==> config.mk <==
export PLATFORM = sky130hd
export DESIGN_NAME = aux_function_command_regs
export DESIGN_NICKNAME = d
export VERILOG_FILES = /design/src/hdl/aux_cmd_pkg.sv /design/src/hdl/aux_function_command_regs.sv /design/src/hdl/zero_drift_learner.sv
export SDC_FILE = /design/constraint.sdc
export NUM_CORES = 1
export LEC_CHECK = 0
export BUFFER_PORTS_ARGS = -buffer_cell sky130_fd_sc_hd__buf_2
export CAP_MARGIN = 20
export CELL_PAD_IN_SITES_DETAIL_PLACEMENT = 0
export CELL_PAD_IN_SITES_GLOBAL_PLACEMENT = 1
export CORE_MARGIN = 8
export CORE_UTILIZATION = 43
export DETAILED_ROUTE_END_ITERATION = 16
export PLACE_DENSITY_LB_ADDON = 0.25
export SYNTH_ARGS = -nofsm -noshare
export SYNTH_HDL_FRONTEND = slang
export SYNTH_SLANG_ARGS = --single-unit
==> constraint.sdc <==
create_clock -name ref_clk_in -period 7.97 [get_ports ref_clk_in]
set_input_delay 1.594 -clock ref_clk_in [delete_from_list [all_inputs] [get_ports ref_clk_in]]
set_output_delay 1.594 -clock ref_clk_in [all_outputs]
set_load 0.02 [all_outputs]
==> src/hdl/aux_cmd_pkg.sv <==
// Shared constants and carrier types for the auxiliary command register bank
package aux_cmd_pkg;
    // Bus widths
    localparam int ADDR_W = 16;
    localparam int DATA_W = 32;
    localparam int REG_W = 16;
    localparam int IDX_W = 14;

    // Register indices; byte address is four times the index
    localparam logic [IDX_W-1:0] IDX_ENABLE_CMD = 14'h3f03;
    localparam logic [IDX_W-1:0] IDX_BW_TRIGGER = 14'h3f04;
    localparam logic [IDX_W-1:0] IDX_INERTIA_TRIGGER = 14'h3f05;
    localparam logic [IDX_W-1:0] IDX_ZERO_CORRECT = 14'h3f06;
    localparam logic [IDX_W-1:0] IDX_INERTIA_RATIO = 14'h3f20;
    localparam logic [IDX_W-1:0] IDX_OFFSET_ONE = 14'h3f21;
    localparam logic [IDX_W-1:0] IDX_OFFSET_TWO = 14'h3f22;
    localparam logic [IDX_W-1:0] IDX_STATUS = 14'h3f23;

    // Register values
    localparam logic [REG_W-1:0] VAL_ZERO = 16'h0000;
    localparam logic [REG_W-1:0] VAL_ONE = 16'h0001;
    localparam logic [REG_W-1:0] VAL_TWO = 16'h0002;

    // Status register bit positions
    localparam int ST_DRIVE_EN = 0;
    localparam int ST_BW_BUSY = 1;
    localparam int ST_INERTIA_BUSY = 2;
    localparam int ST_ZERO_BUSY = 3;
    localparam int ST_INERTIA_OK = 4;

    // Zero-drift averaging: sample count is two to the shift
    localparam int ZD_SHIFT = 4;
    localparam logic [ZD_SHIFT-1:0] ZD_LAST = 4'hf;
    localparam int ZD_SUM_W = REG_W + ZD_SHIFT;

    // Avalon-MM request and answer
    typedef struct packed {
        logic read;
        logic write;
        logic [ADDR_W-1:0] address;
        logic [DATA_W-1:0] writedata;
    } avmm_req_t;

    typedef struct packed {
        logic [DATA_W-1:0] readdata;
        logic waitrequest;
    } avmm_rsp_t;

    // Zero-drift learner states
    typedef enum logic {ZD_IDLE, ZD_ACCUM} zd_state_t;
endpackage

==> src/hdl/aux_function_command_regs.sv <==
// Auxiliary function command registers of the servo drive, Avalon-MM slave
//
// What this block does
// - Enable command 1 with the enable condition met enables the drive, 0 disables it.
// - The enable command is kept in non-volatile storage and restored after power-on.
// - Writing 1 to the bandwidth trigger starts a speed bandwidth test.
// - When the bandwidth test ends the block leaves it and starts the result upload to the host.
// - Writing 1 to the inertia trigger starts load inertia identification.
// - After successful identification the inertia ratio is stored without further command.
// - Writing 1 to the analog correction register learns channel one zero drift into its offset.
// - Writing 2 to the analog correction register learns channel two zero drift into its offset.
// - The three trigger registers return to 0 when their operation completes.
//
// Decided for this implementation: the Avalon-MM register port.
`timescale 1ns/10ps
module aux_function_command_regs
    import aux_cmd_pkg::*;
(
    // Clock and reset
    input wire logic ref_clk_in,
    input wire logic rst_in,
    // Avalon-MM slave
    input wire avmm_req_t avmm_req_in,
    output avmm_rsp_t avmm_rsp_out,
    // Drive enable
    input wire logic enable_cond_in,
    output logic drive_enable_out,
    // Non-volatile store of the enable command
    input wire logic nv_enable_in,
    output logic nv_store_out,
    output logic nv_enable_out,
    // Bandwidth test engine
    output logic bw_start_out,
    input wire logic bw_done_in,
    output logic upload_start_out,
    // Inertia identification engine
    output logic inertia_start_out,
    input wire logic inertia_done_in,
    input wire logic inertia_ok_in,
    input wire logic [REG_W-1:0] inertia_ratio_in,
    output logic inertia_store_out,
    // Analog inputs for zero-drift learning
    input wire logic sample_valid_in,
    input wire logic [REG_W-1:0] analog_input_one_in,
    input wire logic [REG_W-1:0] analog_input_two_in,
    output logic [REG_W-1:0] analog_one_offset_param_out,
    output logic [REG_W-1:0] analog_two_offset_param_out
);
    logic ack_reg;
    logic wr_take;
    logic rd_take;
    logic [IDX_W-1:0] idx;
    logic [REG_W-1:0] wval;
    logic restore_pend_reg;
    logic [REG_W-1:0] internal_enable_cmd_reg;
    logic [REG_W-1:0] bandwidth_test_trigger_reg;
    logic [REG_W-1:0] inertia_ident_trigger_reg;
    logic [REG_W-1:0] analog_zero_correct_reg;
    logic [REG_W-1:0] inertia_ratio_reg;
    logic inertia_ok_reg;
    logic [DATA_W-1:0] readdata_reg;
    logic zd_start;
    logic zd_busy;
    logic zd_done;
    logic zd_done_two;
    logic [REG_W-1:0] zd_offset;

    // Word index from a byte address
    function automatic logic [IDX_W-1:0] word_index(input logic [ADDR_W-1:0] addr);
        return addr[ADDR_W-1:2];
    endfunction

    // A trigger accepts 1 (or 2 for analog) only while idle
    function automatic logic trig_ok(input logic [REG_W-1:0] cur, input logic [REG_W-1:0] val,
                                     input logic allow_two);
        return (cur == VAL_ZERO) && (val == VAL_ONE || (allow_two && val == VAL_TWO));
    endfunction

    // One wait cycle per access keeps the read mux off the bus path
    assign idx = word_index(avmm_req_in.address);
    assign wval = avmm_req_in.writedata[REG_W-1:0];
    assign wr_take = avmm_req_in.write && ack_reg;
    assign rd_take = avmm_req_in.read && !ack_reg;
    assign avmm_rsp_out = '{readdata: readdata_reg,
                            waitrequest: (avmm_req_in.read || avmm_req_in.write) && !ack_reg};

    // Answer flag, high for the single cycle that ends a request
    always_ff @(posedge ref_clk_in or posedge rst_in) begin
        if (rst_in) begin
            ack_reg <= 1'b0;
        end else begin
            ack_reg <= (avmm_req_in.read || avmm_req_in.write) && !ack_reg;
        end
    end

    // Read mux, loaded one edge before the answer; unmapped reads give zero
    always_ff @(posedge ref_clk_in or posedge rst_in) begin
        if (rst_in) begin
            readdata_reg <= '0;
        end else if (rd_take) begin
            readdata_reg <= '0;
            unique case (idx)
                IDX_ENABLE_CMD: readdata_reg[REG_W-1:0] <= internal_enable_cmd_reg;
                IDX_BW_TRIGGER: readdata_reg[REG_W-1:0] <= bandwidth_test_trigger_reg;
                IDX_INERTIA_TRIGGER: readdata_reg[REG_W-1:0] <= inertia_ident_trigger_reg;
                IDX_ZERO_CORRECT: readdata_reg[REG_W-1:0] <= analog_zero_correct_reg;
                IDX_INERTIA_RATIO: readdata_reg[REG_W-1:0] <= inertia_ratio_reg;
                IDX_OFFSET_ONE: readdata_reg[REG_W-1:0] <= analog_one_offset_param_out;
                IDX_OFFSET_TWO: readdata_reg[REG_W-1:0] <= analog_two_offset_param_out;
                IDX_STATUS: begin
                    readdata_reg[ST_DRIVE_EN] <= drive_enable_out;
                    readdata_reg[ST_BW_BUSY] <= (bandwidth_test_trigger_reg != VAL_ZERO);
                    readdata_reg[ST_INERTIA_BUSY] <= (inertia_ident_trigger_reg != VAL_ZERO);
                    readdata_reg[ST_ZERO_BUSY] <= zd_busy;
                    readdata_reg[ST_INERTIA_OK] <= inertia_ok_reg;
                end
                default: readdata_reg <= '0;
            endcase
        end
    end

    // Enable command: restored from storage once after reset, then written by software
    always_ff @(posedge ref_clk_in or posedge rst_in) begin
        if (rst_in) begin
            restore_pend_reg <= 1'b1;
            internal_enable_cmd_reg <= VAL_ZERO;
            nv_store_out <= 1'b0;
            nv_enable_out <= 1'b0;
        end else begin
            restore_pend_reg <= 1'b0;
            nv_store_out <= 1'b0;
            if (wr_take && idx == IDX_ENABLE_CMD && (wval == VAL_ZERO || wval == VAL_ONE)) begin
                internal_enable_cmd_reg <= wval;
                nv_store_out <= 1'b1;
                nv_enable_out <= wval[0];
            end else if (restore_pend_reg) begin
                internal_enable_cmd_reg <= {15'h0000, nv_enable_in};
            end
        end
    end

    // Drive enable, registered; condition loss disables on the next edge
    always_ff @(posedge ref_clk_in or posedge rst_in) begin
        if (rst_in) begin
            drive_enable_out <= 1'b0;
        end else begin
            drive_enable_out <= (internal_enable_cmd_reg == VAL_ONE) && enable_cond_in;
        end
    end

    // Bandwidth test trigger; busy writes are ignored so done never races a set
    always_ff @(posedge ref_clk_in or posedge rst_in) begin
        if (rst_in) begin
            bandwidth_test_trigger_reg <= VAL_ZERO;
            bw_start_out <= 1'b0;
            upload_start_out <= 1'b0;
        end else begin
            bw_start_out <= 1'b0;
            upload_start_out <= 1'b0;
            if (bandwidth_test_trigger_reg != VAL_ZERO && bw_done_in) begin
                bandwidth_test_trigger_reg <= VAL_ZERO;
                upload_start_out <= 1'b1;
            end else if (wr_take && idx == IDX_BW_TRIGGER
                         && trig_ok(bandwidth_test_trigger_reg, wval, 1'b0)) begin
                bandwidth_test_trigger_reg <= wval;
                bw_start_out <= 1'b1;
            end
        end
    end

    // Inertia identification trigger and result capture
    always_ff @(posedge ref_clk_in or posedge rst_in) begin
        if (rst_in) begin
            inertia_ident_trigger_reg <= VAL_ZERO;
            inertia_start_out <= 1'b0;
            inertia_store_out <= 1'b0;
            inertia_ratio_reg <= VAL_ZERO;
            inertia_ok_reg <= 1'b0;
        end else begin
            inertia_start_out <= 1'b0;
            inertia_store_out <= 1'b0;
            if (inertia_ident_trigger_reg != VAL_ZERO && inertia_done_in) begin
                inertia_ident_trigger_reg <= VAL_ZERO;
                inertia_ok_reg <= inertia_ok_in;
                if (inertia_ok_in) begin
                    inertia_ratio_reg <= inertia_ratio_in;
                    inertia_store_out <= 1'b1;
                end
            end else if (wr_take && idx == IDX_INERTIA_TRIGGER
                         && trig_ok(inertia_ident_trigger_reg, wval, 1'b0)) begin
                inertia_ident_trigger_reg <= wval;
                inertia_start_out <= 1'b1;
            end
        end
    end

    // Analog self-correction request; the source is assumed at 0V when asked
    assign zd_start = wr_take && idx == IDX_ZERO_CORRECT
                      && trig_ok(analog_zero_correct_reg, wval, 1'b1);

    always_ff @(posedge ref_clk_in or posedge rst_in) begin
        if (rst_in) begin
            analog_zero_correct_reg <= VAL_ZERO;
        end else if (zd_done) begin
            analog_zero_correct_reg <= VAL_ZERO;
        end else if (zd_start) begin
            analog_zero_correct_reg <= wval;
        end
    end

    // Learned offsets land in the channel's own parameter
    always_ff @(posedge ref_clk_in or posedge rst_in) begin
        if (rst_in) begin
            analog_one_offset_param_out <= VAL_ZERO;
            analog_two_offset_param_out <= VAL_ZERO;
        end else if (zd_done) begin
            if (zd_done_two) begin
                analog_two_offset_param_out <= zd_offset;
            end else begin
                analog_one_offset_param_out <= zd_offset;
            end
        end
    end

    zero_drift_learner u_learner (
        .ref_clk_in(ref_clk_in),
        .rst_in(rst_in),
        .start_in(zd_start),
        .chan_two_in(wval == VAL_TWO),
        .sample_valid_in(sample_valid_in),
        .sample_one_in(analog_input_one_in),
        .sample_two_in(analog_input_two_in),
        .busy_out(zd_busy),
        .done_out(zd_done),
        .done_two_out(zd_done_two),
        .offset_out(zd_offset)
    );

    // Checks
    a_drive_enable_follow: assert property (@(posedge ref_clk_in) disable iff (rst_in)
        (internal_enable_cmd_reg == VAL_ONE && enable_cond_in) |=> drive_enable_out)
        else $error("drive not enabled after command and condition");

    a_drive_disable_cmd: assert property (@(posedge ref_clk_in) disable iff (rst_in)
        (internal_enable_cmd_reg == VAL_ZERO) |=> !drive_enable_out)
        else $error("drive enabled with command off");

    a_enable_restore: assert property (@(posedge ref_clk_in) disable iff (rst_in)
        (restore_pend_reg && !wr_take) |=> internal_enable_cmd_reg == {15'h0000, $past(nv_enable_in)})
        else $error("enable command not restored from storage");

    a_bw_start_pulse: assert property (@(posedge ref_clk_in) disable iff (rst_in)
        (wr_take && idx == IDX_BW_TRIGGER && wval == VAL_ONE && bandwidth_test_trigger_reg == VAL_ZERO
         && !bw_done_in) |=> bw_start_out ##1 !bw_start_out)
        else $error("bandwidth test not started once");

    a_bw_done_upload: assert property (@(posedge ref_clk_in) disable iff (rst_in)
        (bandwidth_test_trigger_reg != VAL_ZERO && bw_done_in)
        |=> upload_start_out && bandwidth_test_trigger_reg == VAL_ZERO)
        else $error("bandwidth test end not handled");

    a_inertia_start_pulse: assert property (@(posedge ref_clk_in) disable iff (rst_in)
        inertia_start_out |-> $past(inertia_ident_trigger_reg) == VAL_ZERO
        && inertia_ident_trigger_reg == VAL_ONE)
        else $error("inertia start without idle to one");

    a_inertia_stored: assert property (@(posedge ref_clk_in) disable iff (rst_in)
        (inertia_ident_trigger_reg != VAL_ZERO && inertia_done_in && inertia_ok_in)
        |=> inertia_store_out && inertia_ratio_reg == $past(inertia_ratio_in)
        && inertia_ident_trigger_reg == VAL_ZERO)
        else $error("inertia result not stored");

    a_zero_one_start: assert property (@(posedge ref_clk_in) disable iff (rst_in)
        (zd_start && wval == VAL_ONE) |=> zd_busy && analog_zero_correct_reg == VAL_ONE)
        else $error("channel one correction not started");

    a_zero_two_result: assert property (@(posedge ref_clk_in) disable iff (rst_in)
        (zd_done && zd_done_two) |=> analog_two_offset_param_out == $past(zd_offset)
        && analog_zero_correct_reg == VAL_ZERO)
        else $error("channel two offset not stored");

    a_zero_write_nop: assert property (@(posedge ref_clk_in) disable iff (rst_in)
        (wr_take && wval == VAL_ZERO && idx == IDX_INERTIA_TRIGGER) |=> !inertia_start_out)
        else $error("write of zero started an operation");

    a_bad_value_kept: assert property (@(posedge ref_clk_in) disable iff (rst_in)
        (wr_take && idx == IDX_ENABLE_CMD && wval > VAL_ONE) |=> $stable(internal_enable_cmd_reg))
        else $error("undefined enable value stored");

    a_wait_bounded: assert property (@(posedge ref_clk_in) disable iff (rst_in)
        (avmm_req_in.read || avmm_req_in.write) |-> ##[0:1] !avmm_rsp_out.waitrequest)
        else $error("waitrequest held too long");
endmodule

==> src/hdl/zero_drift_learner.sv <==
// Zero-drift learner: averages samples of one analog channel into an offset
`timescale 1ns/10ps
module zero_drift_learner
    import aux_cmd_pkg::*;
(
    // Clock and reset
    input wire logic ref_clk_in,
    input wire logic rst_in,
    // Command
    input wire logic start_in,
    input wire logic chan_two_in,
    // Samples
    input wire logic sample_valid_in,
    input wire logic [REG_W-1:0] sample_one_in,
    input wire logic [REG_W-1:0] sample_two_in,
    // Result
    output logic busy_out,
    output logic done_out,
    output logic done_two_out,
    output logic [REG_W-1:0] offset_out
);
    zd_state_t state_reg;
    logic chan_two_reg;
    logic [ZD_SHIFT-1:0] count_reg;
    logic signed [ZD_SUM_W-1:0] sum_reg;
    logic signed [ZD_SUM_W-1:0] sum_next;
    logic [REG_W-1:0] sample;

    // Pick the channel latched at start, widen with its sign
    always_comb begin
        sample = chan_two_reg ? sample_two_in : sample_one_in;
        sum_next = sum_reg + ZD_SUM_W'(signed'(sample));
    end

    // Sequence: start clears the sum, each valid sample adds
    always_ff @(posedge ref_clk_in or posedge rst_in) begin
        if (rst_in) begin
            state_reg <= ZD_IDLE;
            chan_two_reg <= 1'b0;
            count_reg <= '0;
            sum_reg <= '0;
        end else begin
            unique case (state_reg)
                ZD_IDLE: begin
                    if (start_in) begin
                        state_reg <= ZD_ACCUM;
                        chan_two_reg <= chan_two_in;
                        count_reg <= '0;
                        sum_reg <= '0;
                    end
                end
                ZD_ACCUM: begin
                    if (sample_valid_in) begin
                        sum_reg <= sum_next;
                        count_reg <= count_reg + 1'b1;
                        if (count_reg == ZD_LAST) begin
                            state_reg <= ZD_IDLE;
                        end
                    end
                end
            endcase
        end
    end

    // Result registers; the mean is the drift to subtract later
    always_ff @(posedge ref_clk_in or posedge rst_in) begin
        if (rst_in) begin
            done_out <= 1'b0;
            done_two_out <= 1'b0;
            offset_out <= '0;
        end else begin
            done_out <= 1'b0;
            if (state_reg == ZD_ACCUM && sample_valid_in && count_reg == ZD_LAST) begin
                done_out <= 1'b1;
                done_two_out <= chan_two_reg;
                offset_out <= sum_next[ZD_SUM_W-1:ZD_SHIFT];
            end
        end
    end

    assign busy_out = (state_reg == ZD_ACCUM);
endmodule

==> reports/metrics.yaml <==
setup_path:
  worstRegToRegCells: 8
  rrSetupSlack_ns: 4.30
  critical_path_required_ns: 8.28
  slowest_stage: "nor4_1"
  slowest_delay_ns: 0.75
  r2r-end: "u_learner.sum_reg[11]"
  critical_path.cell_chain: "buf_2 > or4_4 > or3_1 > nor4_1 > nor4b_4 > nor2_1 > and2_1"
  worstSetupStartpointType: "input pin"
  criticalPathCategory: "in -> reg"
  path_max_fanout: 14
  rr_startpoint: "u_learner.chan_two_reg"
  end_kind: "flip-flop"
  cp.arrival_ns: 4.35
synthesis:
  synth_top_area_cell: "dfrtp_1"
  synth_seq_cells: 182
  seq_area_frac_synth_pct: 51.7
  synth_cell_types: 71
  yosys-top-cells-area: "dfrtp_1, mux2_2, and2_1"
  synth_top_area_share_pct: 51.4
  ys_warn_count: 0
  synth.most_common_cell: "dfrtp_1"
  synthCells: 776
  syn_area_per_cell_sq_um: 11.3
  ys.flop_type: "dfrtp_1"
  synth.cell_area_sq_um: 8810
  synth_edf_count: 0
  ys_top_cells_by_count: "dfrtp_1, mux2_2, nand2_1"
  synthArstFlopShare_pct: 100
timing:
  setup_viol: 0
  worst_pin_slew_ns: 0.924
  rsz0062_at_grt: "no"
  finalMaxSlewViolations: 0
  finalHoldViolations: 0
  clock.fmax_mhz: 248
  fin_crit_sh_pct: 50.6
  relSlewSlack_pct: 37.9
  finalClockSkew_ns: 0.0103
  setup_tns_ns: 0
  period_minus_slack_ns: 4.04
global_route:
  antenna_found_initial: 0
  use_met3_pct: 3.90
  grt_pass1_vias: 6953
  overflow: 0
  grt_use_met2_pct: 32.3
  grt_pass1_wl_microns: 38900
  grt-busiest-layer: "met2"
  grt_max_degree: 102
  gr-usage-all-layers_pct: 19.1
  grt_use_met1_pct: 24.7
clock_tree:
  cts_tree: "yes"
  cts_resized: 0
  clk_transition_reported_paths_ns: 0.07
  cts_buffers: 17
  clk_path_buf_depth: 2
  cts_sinks: 182
  ctsHoldBuffers: 0
  cts_htree_levels: 4
  postCtsSetupRepairBufs: 0
  clock_latency_ns: 0.43
  cts_root_buf: "clkbuf_16"
hold_path:
  holdPathStages: 1
  holdPathEnd: "ack_reg"
  worstHoldStart: "ack_reg"
  holdCritPathClass: "reg -> reg"
routing:
  avgRoutedWirePerCell_microns: 19.8
  drt-initial-drc-count: 448
  avgViaCountPerCell: 5.53
  firstDrtPassIters: 5
  routed_wl_microns: 23700
  antenna_left: 0
  num_vias: 6604
  drcViolationCount: 0
power:
  ir_drop_v: 0.000133
  p_leak_nw: 5.27
  cellPowerDensity_nw_per_um2: 182
floorplanning:
  fp.dieW_microns: 159
  start_util_pct: 43.7
  num_rows: 52
  die_y_microns: 159
  ios: 178
  dieArea_sq_um: 25300
  core_sq_um: 20200
placement:
  dp_hpwl_microns: 17600
  place_inst: 1160
  io_buffers: 143
  dpl_cell_area_sq_um: 9720
  gp_routability_congestion: 0.847
final_layout:
  final_area_sq_um: 10400
  drive_gt1_share_pct: 29.8
  largest_reg_flops: 20
  antenna_cells: 0
  synthToLayoutAreaGrowth_pct: 17.6
  nets: 1038
  instances_no_fill: 1194
job:
  max-cap-violations: 0
status:
  status: "complete, no violations"
==> final cells by class <==
cell class | instances | area [sq um]
fillers | 1890 | 9810
repair buffers | 151 | 796
clock buffers | 18 | 429
clock inverters | 14 | 174
well taps | 270 | 338
flip-flops and latches | 182 | 4560
multi-input cells | 546 | 4010
inverters | 13 | 53.8
==> worst max-delay path by stage <==
stage / startpoint / to / slack [ns]
final: avmm_req_in[37] / analog_zero_correct_reg[7] / 3.93
after global routing: avmm_req_in[37] / analog_zero_correct_reg[8] / 3.75
after CTS: avmm_req_in[37] / analog_zero_correct_reg[7] / 3.98
after detailed placement: avmm_req_in[37] / analog_zero_correct_reg[15] / 3.52
after global placement: avmm_req_in[7] / bandwidth_test_trigger_reg[12] / 3.53
after floorplan: rst_in / ack_reg / 1.43
==> layer usage <==
layer	share of wire [%]	vias to the layer above
li1	-	3115
met1	45	3293
met2	49	170
met3	4.5	26
met4	1.5	0
met5	0	-
==> power breakdown <==
| group | switching (W) | leakage (nW) | internal (W) |
|---|---|---|---|
| logic | 0.0000630 | 2.45 | 0.0000337 |
| clock network | 0.000369 | 0.289 | 0.000497 |
| registers | 0.00000129 | 2.53 | 0.000925 |
| total | 0.000434 | 5.27 | 0.00146 |
==> cell families (layout without fill, tap and decap cells) <==
group           count (synthesis)  count (layout)  share of synthesized area, %
compound gates                181             181                          15.1
xor+xnor                       15              15                          1.49
fa+ha+maj                      21              21                          3.07
buf+inv                        64             196                          3.61
flops                         182             182                          51.7
mux                            76              76                          9.89
other cells                     1              17                        0.0426
simple gates                  236             236                          15.1
==> metrics by stage <==
stage,total power (W),utilization [%],hold WS [ns],setup WS (ns)
finish,0.00189,51.4,0.451,3.93
global route,0.00195,51.4,0.484,3.75
CTS,0.00191,51.2,0.451,3.98
detailed placement,0.00104,48.2,0.443,3.52
global placement,0.00104,48.2,0.434,3.53
floorplan,0.00101,-,0.430,1.43
==> worst max-delay path: cells and delay by family <==
kind | cells | cell delay [ns]
buffers and inverters | 1 | 0.10
AND/OR/NAND/NOR | 6 | 2.66
==> cells in the final DEF (no fill, tap or decap), types with 7 or more instances in the layout <==
| cell | netlist | layout |
|---|---|---|
| xnor2_1 | 8 | 8 |
| buf_2 | 2 | 143 |
| o31ai_1 | 8 | 8 |
| nand4_1 | 10 | 10 |
| a21o_1 | 23 | 23 |
| a22oi_1 | 18 | 18 |
| nor2_1 | 28 | 28 |
| o21ai_0 | 20 | 20 |
| xor2_1 | 7 | 7 |
| nand2b_1 | 8 | 8 |
| buf_4 | 16 | 7 |
| a32oi_1 | 11 | 11 |
| a222oi_1 | 13 | 13 |
| and2_4 | 10 | 10 |
| dfrtp_1 | 181 | 181 |
| a31oi_1 | 13 | 13 |
| inv_1 | 13 | 12 |
| a21oi_1 | 21 | 20 |
| mux2_2 | 68 | 68 |
| ha_1 | 20 | 20 |
| conb_1 | 1 | 17 |
| and2_1 | 57 | 57 |
| o21a_1 | 7 | 7 |
| clkbuf_16 | 0 | 17 |
| nand2_1 | 61 | 61 |
| nor3_1 | 10 | 10 |
| a22o_1 | 10 | 10 |
| nor4_1 | 24 | 23 |
Note: power is estimated with default switching activity, not from simulation.
